--- src/dqel_params.svh ---
// Constants for the queue status and event latch block
`ifndef DQEL_PARAMS_SVH
`define DQEL_PARAMS_SVH

// ****************************************
// Register byte offsets
// ****************************************
`define DQEL_OFS_QFILL0 8'h00
`define DQEL_OFS_QFILL1 8'h04
`define DQEL_OFS_LIMIT 8'h08
`define DQEL_OFS_ACTIVITY 8'h0c
`define DQEL_OFS_LATCH 8'h10
`define DQEL_OFS_ENABLE 8'h14
`define DQEL_OFS_EVCLEAR 8'h18
`define DQEL_OFS_MISSED 8'h1c
`define DQEL_OFS_ERRFLAGS 8'h20
`define DQEL_OFS_ERRCLEAR 8'h24
`define DQEL_OFS_GRANT 8'h28
`define DQEL_OFS_SH_LATCH 8'h40
`define DQEL_OFS_SH_ENABLE 8'h44
`define DQEL_OFS_SH_EVCLEAR 8'h48
`define DQEL_OFS_SH_MISSED 8'h4c

// ****************************************
// Field positions
// ****************************************
`define DQEL_LIM1_MSB 12
`define DQEL_LIM1_LSB 8
`define DQEL_LIM0_MSB 4
`define DQEL_LIM0_LSB 0

// ****************************************
// Values and limits
// ****************************************
`define DQEL_LIMIT_RESET 5'h10
`define DQEL_LIMIT_OFF 5'h11
`define DQEL_QUEUE_FULL 5'h10
`define DQEL_COMP_MAX 6'h3f

`endif

--- src/dqel_pkg.sv ---
// Types shared by the queue status and event latch block
package dqel_pkg;

  typedef struct packed {
    logic [31:0] latch;
    logic [31:0] mask;
    logic [31:0] missed;
    logic [31:0] grant;
    logic [1:0][4:0] limit;
    logic [1:0][4:0] count;
    logic [1:0][3:0] head;
    logic [1:0][4:0] peak;
    logic [1:0] over;
    logic [1:0] err;
    logic [1:0][15:0][4:0] entries;
    logic [5:0] compCount;
    logic [31:0] rdata;
  } dqel_state_type;

endpackage

--- src/dqel_queue_status.sv ---
// Event latch, two event queues, queue status and activity status
`timescale 1ns/1ps
`include "dqel_params.svh"

// Functional notes
// - Count at or above a queue's limit sets its over-limit and error flags.
// - Limit fields hold 0..16, reset to 16; 17 disables; 18+ forbidden.
// - Queue 1 limit in bits 12:8, queue 0 limit in bits 4:0.
// - Peak field 20:16 holds largest count since reset or last clear.
// - Error-clear write of 1 resets that queue's peak to the current count and clears its over-limit bit.
// - Status bits 12:8 show the instantaneous entry count, 0 to 16.
// - Status bits 3:0 show the head entry index, 0 to 15.
// - Activity bits 17 and 16 show queue 1 and queue 0 non-empty.
// - Completion counter 13:8 increments on submissions asking completion.
// - Completion counter decrements on every returned completion code, except at 0 with no increment in the same cycle.
// - At count 63 no new transfer request is submitted.
// - Busy bit 4 is the OR of all activity bits during a request's life.
// - Bit 3 shows write status request active or responses pending.
// - Bit 2 shows request processing and submission logic active.
// - Bit 1 shows an enabled quick event pending.
// - Bit 0 shows an enabled latched, manual or chained event pending.
// - Every external event is latched, enabled or not.
// - Only enabled latched events are prioritised and queued.
// - A latch bit clears when its event is prioritised and serviced.
// - New event on a set, enabled latch bit sets its missed flag.
// - Writing 1 to event-clear clears the latch bit.
// - Set beats clear in the same cycle; a lost event on an enabled bit marks missed.
// - Error-clear write of 1 also clears the queue error flag; 0 no effect.
// - Shadow view: ungranted bits read 0 and ignore writes.
module dqel_queue_status
  import dqel_pkg::*;
(
  input wire logic clock,
  input wire logic rst_n,
  input wire logic psel,
  input wire logic penable,
  input wire logic pwrite,
  input wire logic [7:0] paddr,
  input wire logic [31:0] pwdata,
  output logic [31:0] prdata,
  output logic pready,
  output logic pslverr,
  input wire logic [31:0] eventIn,
  input wire logic [31:0] chanQueueSel,
  input wire logic [31:0] completionIrqEn,
  input wire logic [31:0] completionChainEn,
  input wire logic [31:0] manualEventSet,
  input wire logic [31:0] chainTriggerFlags,
  input wire logic [7:0] quickTriggerFlags,
  input wire logic [7:0] quickEnable,
  input wire logic writeStatusReq,
  input wire logic writeStatusFifoPending,
  output logic xferReqValid,
  input wire logic xferReqReady,
  output logic xferReqQueue,
  output logic [4:0] xferReqChannel,
  output logic xferReqCompletion,
  input wire logic completionValid,
  output logic [1:0] queueOverLimitError
);

  dqel_state_type regs_ff;
  dqel_state_type nxt_regs;

  // ****************************************
  // Bus decode
  // ****************************************
  logic apbSetup;
  logic apbWrite;
  logic [31:0] evClrBits;
  logic [31:0] missClrBits;
  logic [1:0] errClr;

  assign apbSetup = psel & ~penable;
  assign apbWrite = psel & penable & pwrite;
  assign pready = 1'b1;
  assign pslverr = 1'b0;
  assign prdata = regs_ff.rdata;

  always_comb begin
    evClrBits = 32'h0;
    missClrBits = 32'h0;
    errClr = 2'h0;
    if (apbWrite) begin
      unique case (paddr)
        `DQEL_OFS_EVCLEAR: evClrBits = pwdata;
        `DQEL_OFS_SH_EVCLEAR: evClrBits = pwdata & regs_ff.grant;
        `DQEL_OFS_MISSED: missClrBits = pwdata;
        `DQEL_OFS_SH_MISSED: missClrBits = pwdata & regs_ff.grant;
        `DQEL_OFS_ERRCLEAR: errClr = pwdata[1:0];
        default: begin
        end
      endcase
    end
  end

  // ****************************************
  // Event prioritiser
  // ****************************************
  logic [1:0] queueFull;
  logic [31:0] candidate;
  logic enqValid;
  logic [4:0] pickChan;
  logic enqQueue;
  logic [31:0] serviced;

  assign queueFull[0] = regs_ff.count[0] == `DQEL_QUEUE_FULL;
  assign queueFull[1] = regs_ff.count[1] == `DQEL_QUEUE_FULL;

  // A full queue only blocks its own channels, not the other queue's
  genvar ch;
  generate
    for (ch = 0; ch < 32; ch++) begin : g_cand
      assign candidate[ch] = regs_ff.latch[ch] & regs_ff.mask[ch] &
        ~queueFull[chanQueueSel[ch]];
    end
  endgenerate

  always_comb begin
    pickChan = 5'h0;
    for (int i = 31; i >= 0; i--) begin
      if (candidate[i]) begin
        pickChan = 5'(i);
      end
    end
  end

  assign enqValid = |candidate;
  assign enqQueue = chanQueueSel[pickChan];
  assign serviced = enqValid ? (32'h1 << pickChan) : 32'h0;

  // ****************************************
  // Submission to the transfer controllers
  // ****************************************
  logic [1:0] nonEmpty;
  logic stall;
  logic fire;
  logic compInc;
  logic compDec;
  logic requestBusy;
  logic writeBusy;
  logic quickBusy;
  logic eventBusy;
  logic ctrlBusy;

  assign nonEmpty[0] = regs_ff.count[0] != 5'h0;
  assign nonEmpty[1] = regs_ff.count[1] != 5'h0;
  // Fixed priority: queue 0 ahead of queue 1, one request per cycle
  assign stall = regs_ff.compCount == `DQEL_COMP_MAX;
  assign xferReqValid = (|nonEmpty) & ~stall;
  assign xferReqQueue = ~nonEmpty[0];
  assign xferReqChannel =
    regs_ff.entries[xferReqQueue][regs_ff.head[xferReqQueue]];
  assign xferReqCompletion = completionIrqEn[xferReqChannel] |
    completionChainEn[xferReqChannel];
  assign fire = xferReqValid & xferReqReady;
  assign compInc = fire & xferReqCompletion;
  assign compDec = completionValid &
    ((regs_ff.compCount != 6'h0) | compInc);

  assign requestBusy = xferReqValid;
  assign writeBusy = writeStatusReq | writeStatusFifoPending;
  assign quickBusy = |(quickTriggerFlags & quickEnable);
  assign eventBusy = (|(regs_ff.latch & regs_ff.mask)) |
    (|manualEventSet) | (|chainTriggerFlags);
  assign ctrlBusy = requestBusy | writeBusy | quickBusy | eventBusy |
    (|nonEmpty) | (regs_ff.compCount != 6'h0);

  assign queueOverLimitError = regs_ff.err;

  // ****************************************
  // Next state
  // ****************************************
  logic [31:0] rdMux;

  always_comb begin
    rdMux = 32'h0;
    unique case (paddr)
      `DQEL_OFS_QFILL0, `DQEL_OFS_QFILL1: begin
        rdMux = {7'h0, regs_ff.over[paddr[2]], 3'h0,
          regs_ff.peak[paddr[2]], 3'h0, regs_ff.count[paddr[2]],
          4'h0, regs_ff.head[paddr[2]]};
      end
      `DQEL_OFS_LIMIT: begin
        rdMux = {19'h0, regs_ff.limit[1], 3'h0, regs_ff.limit[0]};
      end
      `DQEL_OFS_ACTIVITY: begin
        rdMux = {14'h0, nonEmpty, 2'h0, regs_ff.compCount, 3'h0,
          ctrlBusy, writeBusy, requestBusy, quickBusy, eventBusy};
      end
      `DQEL_OFS_LATCH: rdMux = regs_ff.latch;
      `DQEL_OFS_ENABLE: rdMux = regs_ff.mask;
      `DQEL_OFS_MISSED: rdMux = regs_ff.missed;
      `DQEL_OFS_ERRFLAGS: rdMux = {30'h0, regs_ff.err};
      `DQEL_OFS_GRANT: rdMux = regs_ff.grant;
      `DQEL_OFS_SH_LATCH: rdMux = regs_ff.latch & regs_ff.grant;
      `DQEL_OFS_SH_ENABLE: rdMux = regs_ff.mask & regs_ff.grant;
      `DQEL_OFS_SH_MISSED: rdMux = regs_ff.missed & regs_ff.grant;
      default: rdMux = 32'h0;
    endcase
  end

  always_comb begin
    logic inc;
    logic dec;
    logic hit;
    logic [3:0] tail;
    logic [4:0] peakBase;
    inc = 1'b0;
    dec = 1'b0;
    hit = 1'b0;
    tail = 4'h0;
    peakBase = 5'h0;
    nxt_regs = regs_ff;

    // Read data is fetched in the setup cycle so the access has no wait
    if (apbSetup && !pwrite) begin
      nxt_regs.rdata = rdMux;
    end

    if (apbWrite) begin
      unique case (paddr)
        `DQEL_OFS_LIMIT: begin
          nxt_regs.limit[1] = pwdata[`DQEL_LIM1_MSB:`DQEL_LIM1_LSB];
          nxt_regs.limit[0] = pwdata[`DQEL_LIM0_MSB:`DQEL_LIM0_LSB];
        end
        `DQEL_OFS_ENABLE: nxt_regs.mask = pwdata;
        `DQEL_OFS_SH_ENABLE: begin
          nxt_regs.mask = (regs_ff.mask & ~regs_ff.grant) |
            (pwdata & regs_ff.grant);
        end
        `DQEL_OFS_GRANT: nxt_regs.grant = pwdata;
        default: begin
        end
      endcase
    end

    // Set beats any clear; a lost event on an enabled bit is remembered as missed
    nxt_regs.latch = eventIn |
      (regs_ff.latch & ~(serviced | evClrBits));
    nxt_regs.missed = (eventIn & regs_ff.latch & regs_ff.mask) |
      (regs_ff.missed & ~missClrBits);

    for (int q = 0; q < 2; q++) begin
      inc = enqValid && (enqQueue == q[0]);
      dec = fire && (xferReqQueue == q[0]);
      tail = regs_ff.head[q] + regs_ff.count[q][3:0];
      if (inc) begin
        nxt_regs.entries[q][tail] = pickChan;
      end
      nxt_regs.count[q] = regs_ff.count[q] + {4'h0, inc} -
        {4'h0, dec};
      nxt_regs.head[q] = regs_ff.head[q] + {3'h0, dec};

      // Limit 17 never matches because the compare with DQEL_LIMIT_OFF gates the hit
      hit = (regs_ff.limit[q] != `DQEL_LIMIT_OFF) &&
        (regs_ff.count[q] >= regs_ff.limit[q]);
      nxt_regs.over[q] = hit | (regs_ff.over[q] & ~errClr[q]);
      nxt_regs.err[q] = hit | (regs_ff.err[q] & ~errClr[q]);
      peakBase = errClr[q] ? 5'h0 : regs_ff.peak[q];
      nxt_regs.peak[q] = (regs_ff.count[q] > peakBase) ?
        regs_ff.count[q] : peakBase;
    end

    nxt_regs.compCount = regs_ff.compCount + {5'h0, compInc} -
      {5'h0, compDec};
  end

  always_ff @(posedge clock or negedge rst_n) begin
    if (!rst_n) begin
      regs_ff <= '0;
      regs_ff.limit[0] <= `DQEL_LIMIT_RESET;
      regs_ff.limit[1] <= `DQEL_LIMIT_RESET;
    end else begin
      regs_ff <= nxt_regs;
    end
  end

  genvar gq;
  generate
    for (gq = 0; gq < 2; gq++) begin : g_chk

    end
  endgenerate
endmodule

--- config.mk ---
export PLATFORM = sky130hd
export DESIGN_NAME = dqel_queue_status
export DESIGN_NICKNAME = d
export VERILOG_FILES = /design/src/dqel_pkg.sv /design/src/dqel_queue_status.sv
export VERILOG_INCLUDE_DIRS = /design/src
export SDC_FILE = /design/constraint.sdc
export NUM_CORES = 1
export LEC_CHECK = 0
export BUFFER_PORTS_ARGS = -buffer_cell sky130_fd_sc_hd__buf_2
export CORE_ASPECT_RATIO = 0.5
export CORE_MARGIN = 10
export CORE_UTILIZATION = 45
export DETAILED_ROUTE_END_ITERATION = 12
export GPL_TIMING_DRIVEN = 0
export SYNTH_ARGS = -nofsm -noshare
export SYNTH_HDL_FRONTEND = slang
export SYNTH_SLANG_ARGS = --single-unit
--- constraint.sdc ---
create_clock -name clock -period 7 [get_ports clock]
set_clock_uncertainty 0.2 [all_clocks]
set_input_delay 1.05 -clock clock [delete_from_list [all_inputs] [get_ports clock]]
set_output_delay 1.05 -clock clock [all_outputs]
set_load 0.05 [all_outputs]
======== Yosys cells after proc, flatten, opt, wreduce, memory -nomap -nowiden ========
Cells that the tools add are included.
storage, ports and cells
  flip-flop bits (word level) ............. 368
  bits of input ports ..................... 257
  output and inout port bits .............. 44
  logic and storage cells ................. 428
cells by class
  $add $sub $neg .......................... 10
  order comparisons ....................... 45
  eq/ne operators ......................... 19
  shifts and indexed selects .............. 1
  mux-type cells .......................... 135
  bitwise gates (word level) .............. 145
  reduce and logical (&&, ||, !) cells .... 25
operators with widths
  cell                    number
  $pmux W32 S11           1
  $and A32 B32 Y32        10
  $mux W5                 43
  $pmux W32 S2            3
  $bwmux W80              2
  $mux W80                2
  $or A32 B32 Y32         4
  $reduce_or A32 Y1       4
  $mux W32                3
  $not A32 Y32            3
  $and A1 B1 Y1           75
  $mux W1                 69
  $lt A1 B2 Y1 const B    34
  $demux W5 S4            2
  $not A1 Y1              38
  $eq A8 B5 Y1 const B    4
  $eq A8 B7 Y1 const B    4
  $shl A1 B5 Y32 const A  1
  $eq A8 B6 Y1 const B    3
  $bmux W5 S4             1
  $eq A8 B4 Y1 const B    2
  $mux W4                 4
  $bmux W1 S5             3
  $lt A4 B5 Y1 const B    3
  other kinds (26)        62

======== Depth between registers and ports, before layout ========
Gate-level depths: netlist of the first run.
  depth after elaboration ................. 43
  gate-level depth with buffers ........... 28
  mapped depth without buffers ............ 24

======== Worst setup path after synthesis of the first run ========
No wires, ideal clock.
  path type ............................... flip-flop to flip-flop
  start point ............................. register regs_ff[223] (netlist bit)
  end point ............................... register regs_ff[36] (netlist bit)
  library setup time ...................... 0.122 ns
  data arrival time ....................... 6.334 ns
  data required time ...................... 6.678 ns
  slack ................................... 0.343 ns
  cell stages (with the launch flop) ...... 27
  path buffers ............................ 6
  clock period less this slack ............ 6.657 ns
  path through ............................ dfrtp_1 > inv_1 > ha_1 > nor4b_1 > buf_2 > buf_1 > clkbuf_1 > buf_2 > buf_1 > buf_1 > a21oi_1 > a211oi_1 > a21oi_1 > a21o_1 > mux2i_1 > nand3_1 > a21boi_0 > ha_1 > inv_1 > ha_1 > inv_1 > fa_1 > inv_1 > a21oi_1 > nor2_1 > nor2_1 > xnor2_1
RTL lines
  element                 RTL line                  text
  start, declared         dqel_queue_status.sv:62   dqel_state_type regs_ff;
  start signal, assigned  dqel_queue_status.sv:275  regs_ff <= nxt_regs;

==> summary.md, run 1 <==
| Metric | Value |
|---|---|
| Max-cap violations | 0 |
| Drt pass-1 iters | 6 |
| Critical path depth in cells | 26 |
| Synth Area in Compound Gates | 19.2% |
| Antenna violations before repair | 5 |
| Post-Place Worst Slack | -0.252 ns |
| Post-Syn Instances | 2394 |
| Crit-path most repeated cell | inv_1 |
| Final Worst Setup Slack | 0.380 ns |
| Residual DRC | 0 |
| NetSw | 4.12 mW |
| Pleak | 12.5 nW |
| Final net count | 3049 |
| Htree depth | 2 |
| Core area | 50400 µm² |
| RSZ-0062 raised after global routing | false |
| WL final | 88400 µm |
| CP max stage cell | o22ai_2 |
| DRT antenna net count | 0 |
| Maximum vdd drop | 0.248 mV |
| Crit path DAT | 6.88 ns |
| Simple-gate share of the synthesized area | 13.6% |
| Via count | 21200 |
| Routability congestion estimate | 0.996 |
| Row cnt | 58 |
| Power Internal | 5.54 mW |
| Status | complete, no violations |
| Starting Density | 45.7% |
| CP endpoint kind | register |
| Post-placement cell count | 3384 |
| CTS tree | yes |
| Post-Syn Nets | 2708 |
| Yosys Warn Count | 0 |
| Synth Area in XOR/XNOR | 0.987% |
| Post-route cell area | 26900 µm² |
| Sinks on Clock Net | 368 |
| Synth Area in Adders | 3.25% |
| Clk slew on worst S/H paths | 0.07 ns |
| Starting DRC count in detailed routing | 2320 |
| Root buf cell | clkbuf_16 |
| Max Clock Freq | 151 MHz |
| IO Count | 301 |
| Final hold vios | 0 |
| Largest family of logic cells by synthesized area | compound AO/OA/AOI/OAI gates |
| Synth async-reset ratio | 100% |
| Via density | 6.12 |
| GRT Total Usage | 27.5% |
| Largest net degree at the start of global routing | 118 |
| Final setup violation count | 0 |
| Most frequent cells in the layout | dfrtp_1, buf_2, nand2_1 |
| Grt ovf | 0 |
| Gate power share | 45.4% |
| Cell variety after synth | 84 |
| Via count of the first global-routing pass | 20900 |
| Switching share of power | 42.6% |
| CP delay by family, top | simple AND/OR/NAND/NOR gates |
| Setup TNS | 0 ns |
| Max Root-Sink Buffers | 3 |
| Minimum clock period | 6.62 ns |
| Synth Register Bits | 368 |
| Area after DPL | 25500 µm² |
| Worst endpoint required time | 7.26 ns |
| Slew HR | 6.38% |
| Mux cell area share after synthesis | 18.6% |
| Total power | 9.65 mW |
| Critical path class | register to register |
| Pwr Density | 359 nW/µm² |
| Clk_lat worst skew | 0.58 ns |
| Die area | 61300 µm² |
| Area grow syn2layout | 16.7% |
| Primary FF master, synth | dfrtp_1 |
| Post-route core utilization | 53.3% |
| Reg power frac | 32.0% |
| Final Max Slew Viols | 0 |
| Seq/Total Area, Yosys | 39.9% |
| Synthesized area | 23100 µm² |
| Die height | 180 µm |
| Worst Hold Class | input port to asynchronous set/reset pin |
| Type of origin of the critical path | register |
| CP bufs+invs | 7 |
| Post-DP HPWL | 67000 µm |
| Worst Tran Pin Value | 1.39 ns |
| First-pass GRT wire length | 131000 µm |
| Non-filler cells, final | 3458 |
| Hold WS | 0.209 ns |
| R2r worst-path depth | 26 |
| Period utilisation layout | 94.6% |
| Syn_area_per_cell | 9.63 µm² |
| Commonest non-fill, non-tap cell in the layout | dfrtp_1 |
| Post-synth EDFFs | 0 |
| PortBufs | 297 |
| Ratio of cells with drive above 1 in the final layout | 25.5% |
| Worst Path Max Fanout | 10 |
| Max incr delay on CP | 0.56 ns |
| DR WL/cell | 25.6 µm |
| CTS buffer count | 37 |
| Clock power share | 22.6% |
| Die extent in x | 340 µm |
[area by class of cell]
cell class              instances  area (µm²)
flip-flops and latches        368        9210
plain buffers                 168         822
multi-input cells            1808       12900
clock inverters                16         211
diodes                          4        10.0
clock buffers                  52        1080
repair buffers                303        1610
inverters                      49         184
well taps                     690         863
fillers                      4692       23500
[state kept, by name, summed over array words and instances (netlist names), named ones only]
register,cells
queueOverLimitError,2
prdata,32
regs_ff,302
[routing by layer]
layer	vias to the layer above	global-route usage (%)	share of wire, %
li1	9508	-	-
met1	10500	35.0	41
met2	976	45.1	47
met3	206	6.04	8.1
met4	0	10.5	4.1
met5	-	0	0
[power groups by stage]
| stage | Sequential [mW] | Clock, mW | Combinational (mW) |
|---|---|---|---|
| after floorplan | 2.95 | 0 | 3.08 |
| after global placement | 3.10 | 0 | 4.19 |
| after detailed placement | 3.12 | 0 | 4.26 |
| after CTS | 3.08 | 2.20 | 4.30 |
| after global routing | 3.15 | 2.29 | 4.76 |
| final | 3.09 | 2.18 | 4.38 |
[worst register-to-register path, stage by stage, from the launching register on]
cell and delay (ns):
dfrtp_1 0.52, inv_1 0.12, ha_1 0.26, nand4bb_1 0.14, clkbuf_1 0.48, buf_2 0.35, mux2i_1 0.11, o32ai_1 0.26
o21ai_0 0.11, and4_1 0.32, o21ai_2 0.36, nand3_1 0.55, nor2_1 0.29, nor4_2 0.11, o22ai_2 0.56, buf_6 0.33
and2_1 0.16, ha_1 0.23, inv_1 0.06, ha_1 0.15, inv_1 0.06, fa_1 0.42, inv_1 0.07, a21oi_1 0.06
nor2_1 0.08, nor2_1 0.06, xnor2_1 0.12
[logic make-up (layout without fill, tap and decap cells)]
kind of cell    Yosys count  after routing
compound gates          676            676
xor+xnor                 26             26
fa+ha+maj                57             57
buf+inv                 218            588
flops                   368            368
mux                     397            397
other cells               2              6
simple gates            650            650
[cells in the mapped netlist, types with 9 or more instances]
| master | n | area share, % |
|---|---|---|
| ha_1 | 52 | 2.8 |
| nand2b_1 | 29 | 0.79 |
| a31oi_1 | 49 | 1.3 |
| o21ai_0 | 156 | 3.4 |
| inv_1 | 49 | 0.80 |
| and2_1 | 15 | 0.41 |
| nor2b_1 | 33 | 0.90 |
| nor4_1 | 19 | 0.52 |
| buf_2 | 13 | 0.28 |
| clkbuf_1 | 90 | 1.5 |
| nand3b_1 | 23 | 0.75 |
| o221ai_1 | 29 | 1.1 |
| nor2_1 | 104 | 1.7 |
| xor2_1 | 10 | 0.38 |
| nand2_1 | 247 | 4.0 |
| dfrtp_1 | 366 | 40 |
| mux2i_1 | 176 | 7.6 |
| mux2_1 | 15 | 0.73 |
| o211ai_1 | 35 | 1.1 |
| a22oi_1 | 15 | 0.49 |
| a21oi_1 | 185 | 4.0 |
| xnor2_1 | 16 | 0.61 |
| a21oi_2 | 13 | 0.49 |
| a21oi_4 | 9 | 0.63 |
| buf_1 | 23 | 0.37 |
| nor3_1 | 9 | 0.20 |
| a211oi_1 | 66 | 2.1 |
| a21o_1 | 27 | 0.88 |
| nand3_1 | 100 | 2.2 |
| or2_2 | 14 | 0.38 |
| mux2_2 | 202 | 9.9 |
| o22ai_1 | 12 | 0.33 |
| nand4_1 | 26 | 0.71 |
| buf_4 | 41 | 1.3 |
[final timing paths]
| kind | end | slack, ns | start |
|---|---|---|---|
| hold / removal | regs_ff[134] | 0.21 | rst_n |
| hold reg to reg | regs_ff[122] | 0.28 | regs_ff[122] |
| min in group clock | regs_ff[122] | 0.28 | regs_ff[122] |
| max in group asynchronous | regs_ff[364] | 4.99 | rst_n |
| setup reg to reg | regs_ff[224] | 0.38 | regs_ff[227] |
| setup / recovery | regs_ff[224] | 0.38 | regs_ff[227] |
[repair_timing]
| action | CTS | global route |
|---|---|---|
| pin swaps | 0 | 1 |
| resized for setup | 6 | 17 |
| hold buffers | 0 | 0 |
| buffers inserted | 0 | 3 |
| setup endpoints to repair | 8 | 11 |
Note: power is estimated with default switching activity, not from simulation.
==> inputs of run 2 (changes only) <==
- MAX_ROUTING_LAYER: unset -> met4
- PLACE_DENSITY: unset -> 0.77
==> summary.md, run 2 (synthesis gave the netlist of run 1 again) <==
| Metric | Value |
|---|---|
| Status | complete, no violations |
| Routability congestion estimate | 1.05 (+5.0%) |
| Non-filler cells, final | 3459 (+0.029%) |
| First-pass GRT wire length | 132000 µm (+0.59%) |
| Final hold vios | 0 (unchanged) |
| Post-Place Worst Slack | -0.434 ns (-0.182 ns) |
| PortBufs | 297 (unchanged) |
| Final net count | 3052 (+0.098%) |
| Type of origin of the critical path | register |
| Max reg flops | 302 (unchanged) |
| Starting DRC count in detailed routing | 2823 (+22%) |
| Via count | 21900 (+3.4%) |
| Met1 GRT Util | 34.1% (-0.98 points) |
| Most frequent cells in the layout | dfrtp_1, buf_2, nand2_1 |
| Minimum clock period | 6.87 ns (+0.248 ns) |
| Residual DRC | 0 (unchanged) |
| R2R Setup Slk | 0.13 ns (-0.25 ns) |
| DRT antenna net count | 0 (unchanged) |
| Slew HR | 10.3% (+3.9 points) |
| Final Worst Setup Slack | 0.132 ns (-0.248 ns) |
| CTS tree | yes |
| IO Count | 301 (unchanged) |
| Crit. Startpoint | regs_ff[228] |
| Clk slew on worst S/H paths | 0.07 ns (about the same) |
| Crit path DAT | 7.10 ns (+0.22 ns) |
| CTS buffer count | 36 (-2.7%) |
| Die height | 180 µm (unchanged) |
| Pwr Density | 356 nW/µm² (-0.78%) |
| GR Util met3 | 6.53% (+0.49 points) |
| Final Max Slew Viols | 0 (unchanged) |
| R2r worst-path depth | 25 (-3.8%) |
| Worst Tran Pin Value | 1.35 ns (-0.0455 ns) |
| Die extent in x | 340 µm (unchanged) |
| Max Clock Freq | 146 MHz (-3.6%) |
| Maximum vdd drop | 0.190 mV (-23%) |
| WL final | 88900 µm (+0.55%) |
| Row cnt | 58 (unchanged) |
| Post-DP HPWL | 66700 µm (-0.38%) |
| Pleak | 12.4 nW (-0.43%) |
| Largest net degree at the start of global routing | 126 (+6.8%) |
| Post-placement cell count | 3384 (unchanged) |
| DR WL/cell | 25.7 µm (+0.52%) |
| Core area | 50400 µm² (unchanged) |
| Grt met2 use | 45.1% (about the same) |
| End of the critical path | regs_ff[224] |
| Drt pass-1 iters | 6 (unchanged) |
| Grt ovf | 0 (unchanged) |
| Antenna violations before repair | 7 (+2) |
| Starting Density | 45.7% (unchanged) |
| Die area | 61300 µm² (unchanged) |
| CTS Hold Bufs | 0 (unchanged) |
| GRT Total Usage | 28.2% (+0.77 points) |
| Commonest non-fill, non-tap cell in the layout | dfrtp_1 |
| Worst Path Max Fanout | 10 (unchanged) |
| Reg2reg start | regs_ff[228] |
| Htree depth | 2 (unchanged) |
| Final setup violation count | 0 (unchanged) |
| Worst r2r dst | regs_ff[224] |
| Sinks on Clock Net | 368 (unchanged) |
| Top reg by flops | regs_ff |
| Root buf cell | clkbuf_16 |
| Max Root-Sink Buffers | 3 (unchanged) |
| Via density | 6.32 (+3.4%) |
| Via count of the first global-routing pass | 21700 (+3.7%) |
| GR peak layer | met2 |
| Critical path class | register to register |
| Period utilisation layout | 98.1% (+3.5 points) |
| Max-cap violations | 0 (unchanged) |
| Total power | 9.55 mW (-1.1%) |
| Area grow syn2layout | 16.3% |
| Worst endpoint required time | 7.24 ns (-0.02 ns) |
| Worst Hold Class | input port to asynchronous set/reset pin |
| Clk_lat worst skew | 0.56 ns (-0.02 ns) |
| CP endpoint kind | register |
| Ratio of cells with drive above 1 in the final layout | 25.5% (-0.036 points) |
## run 2: changes by cell type in the layout (fill, tap and decap cells not counted), moves of 2 or more
cell | previous run | this run
clkinv_2 | 7 | 2
buf_4 | 43 | 47
clkbuf_1 | 91 | 95
buf_1 | 21 | 18
bufinv_16 | 4 | 1
clkbuf_2 | 5 | 7
clkbuf_8 | 10 | 8
clkinvlp_4 | 2 | 4
## run 2: worst max-delay path, stage by stage (launching register included)
cell and delay, ns:
dfrtp_1 0.50, inv_1 0.13, ha_1 0.22, and4bb_2 0.42, buf_4 0.27, buf_4 0.24, buf_4 0.24, a211oi_1 0.12
a21oi_1 0.58, o21ai_1 0.39, nor2_4 0.54, mux2_2 0.45, a211oi_4 0.37, o22ai_4 0.24, buf_6 0.27, and2_1 0.17
ha_1 0.27, inv_1 0.05, ha_1 0.15, inv_1 0.06, fa_1 0.44, inv_1 0.07, a21oi_1 0.06, nor2_1 0.09
nor2_1 0.06, xnor2_1 0.11
## run 2: where the power goes
part / total [mW] / internal (mW) / leakage, nW / switching [mW]
Clock: 1.99 / 1.08 / 0.551 / 0.909
Combinational: 4.46 / 1.67 / 7.09 / 2.79
Sequential: 3.10 / 2.65 / 4.78 / 0.446
## run 2: per-stage QoR
step | hold WS (ns) | area [µm²] | setup TNS [ns] | utilization [%]
after detailed placement | 0.265 | 25500 | -1.97 | 50.6
after floorplan | 0.249 | 23100 | 0 | -
after CTS | 0.176 | 26700 | 0 | 53.0
after global placement | 0.259 | 25400 | -880.99 | 50.4
final | 0.170 | 26800 | 0 | 53.2
after global routing | 0.194 | 26800 | -0.00786 | 53.2
## run 2: final cells by class
cell class                      count  area, µm²
Antenna cell                        5       12.5
Buffer                            169        840
Clock buffer                       54       1050
Clock inverter                     10        104
Fill cell                        4564      23600
Inverter                           49        184
Multi-Input combinational cell   1808      12900
Sequential cell                   368       9210
Tap cell                          690        863
Timing Repair Buffer              306       1620
## run 2: worst min-delay path by stage
stage / start / to / slack, ns / depth (start not counted)
2_1_floorplan: regs_ff[192] / regs_ff[192] / 0.25 / 1
3_3_place_gp: regs_ff[157] / regs_ff[157] / 0.26 / 1
3_5_place_dp: regs_ff[200] / regs_ff[200] / 0.27 / 1
4_1_cts: rst_n / regs_ff[130] / 0.18 / 1
5_1_grt: rst_n / regs_ff[135] / 0.19 / 1
6_report: rst_n / regs_ff[130] / 0.17 / 1
## run 2: what timing repair did
action	in CTS	in global routing
setup buffers	0	6
endpoints found under the setup margin	14	10
resized for setup	12	22
hold endpoints to repair	0	0
pin swaps	0	3
## run 2: routing by layer
metal	share of wire (%)	vias up	wire length, µm
met2	47	1274	41500
met3	10	293	8940
met5	0	-	0
li1	-	9522	-
met4	4.7	0	4160
met1	39	10800	34300
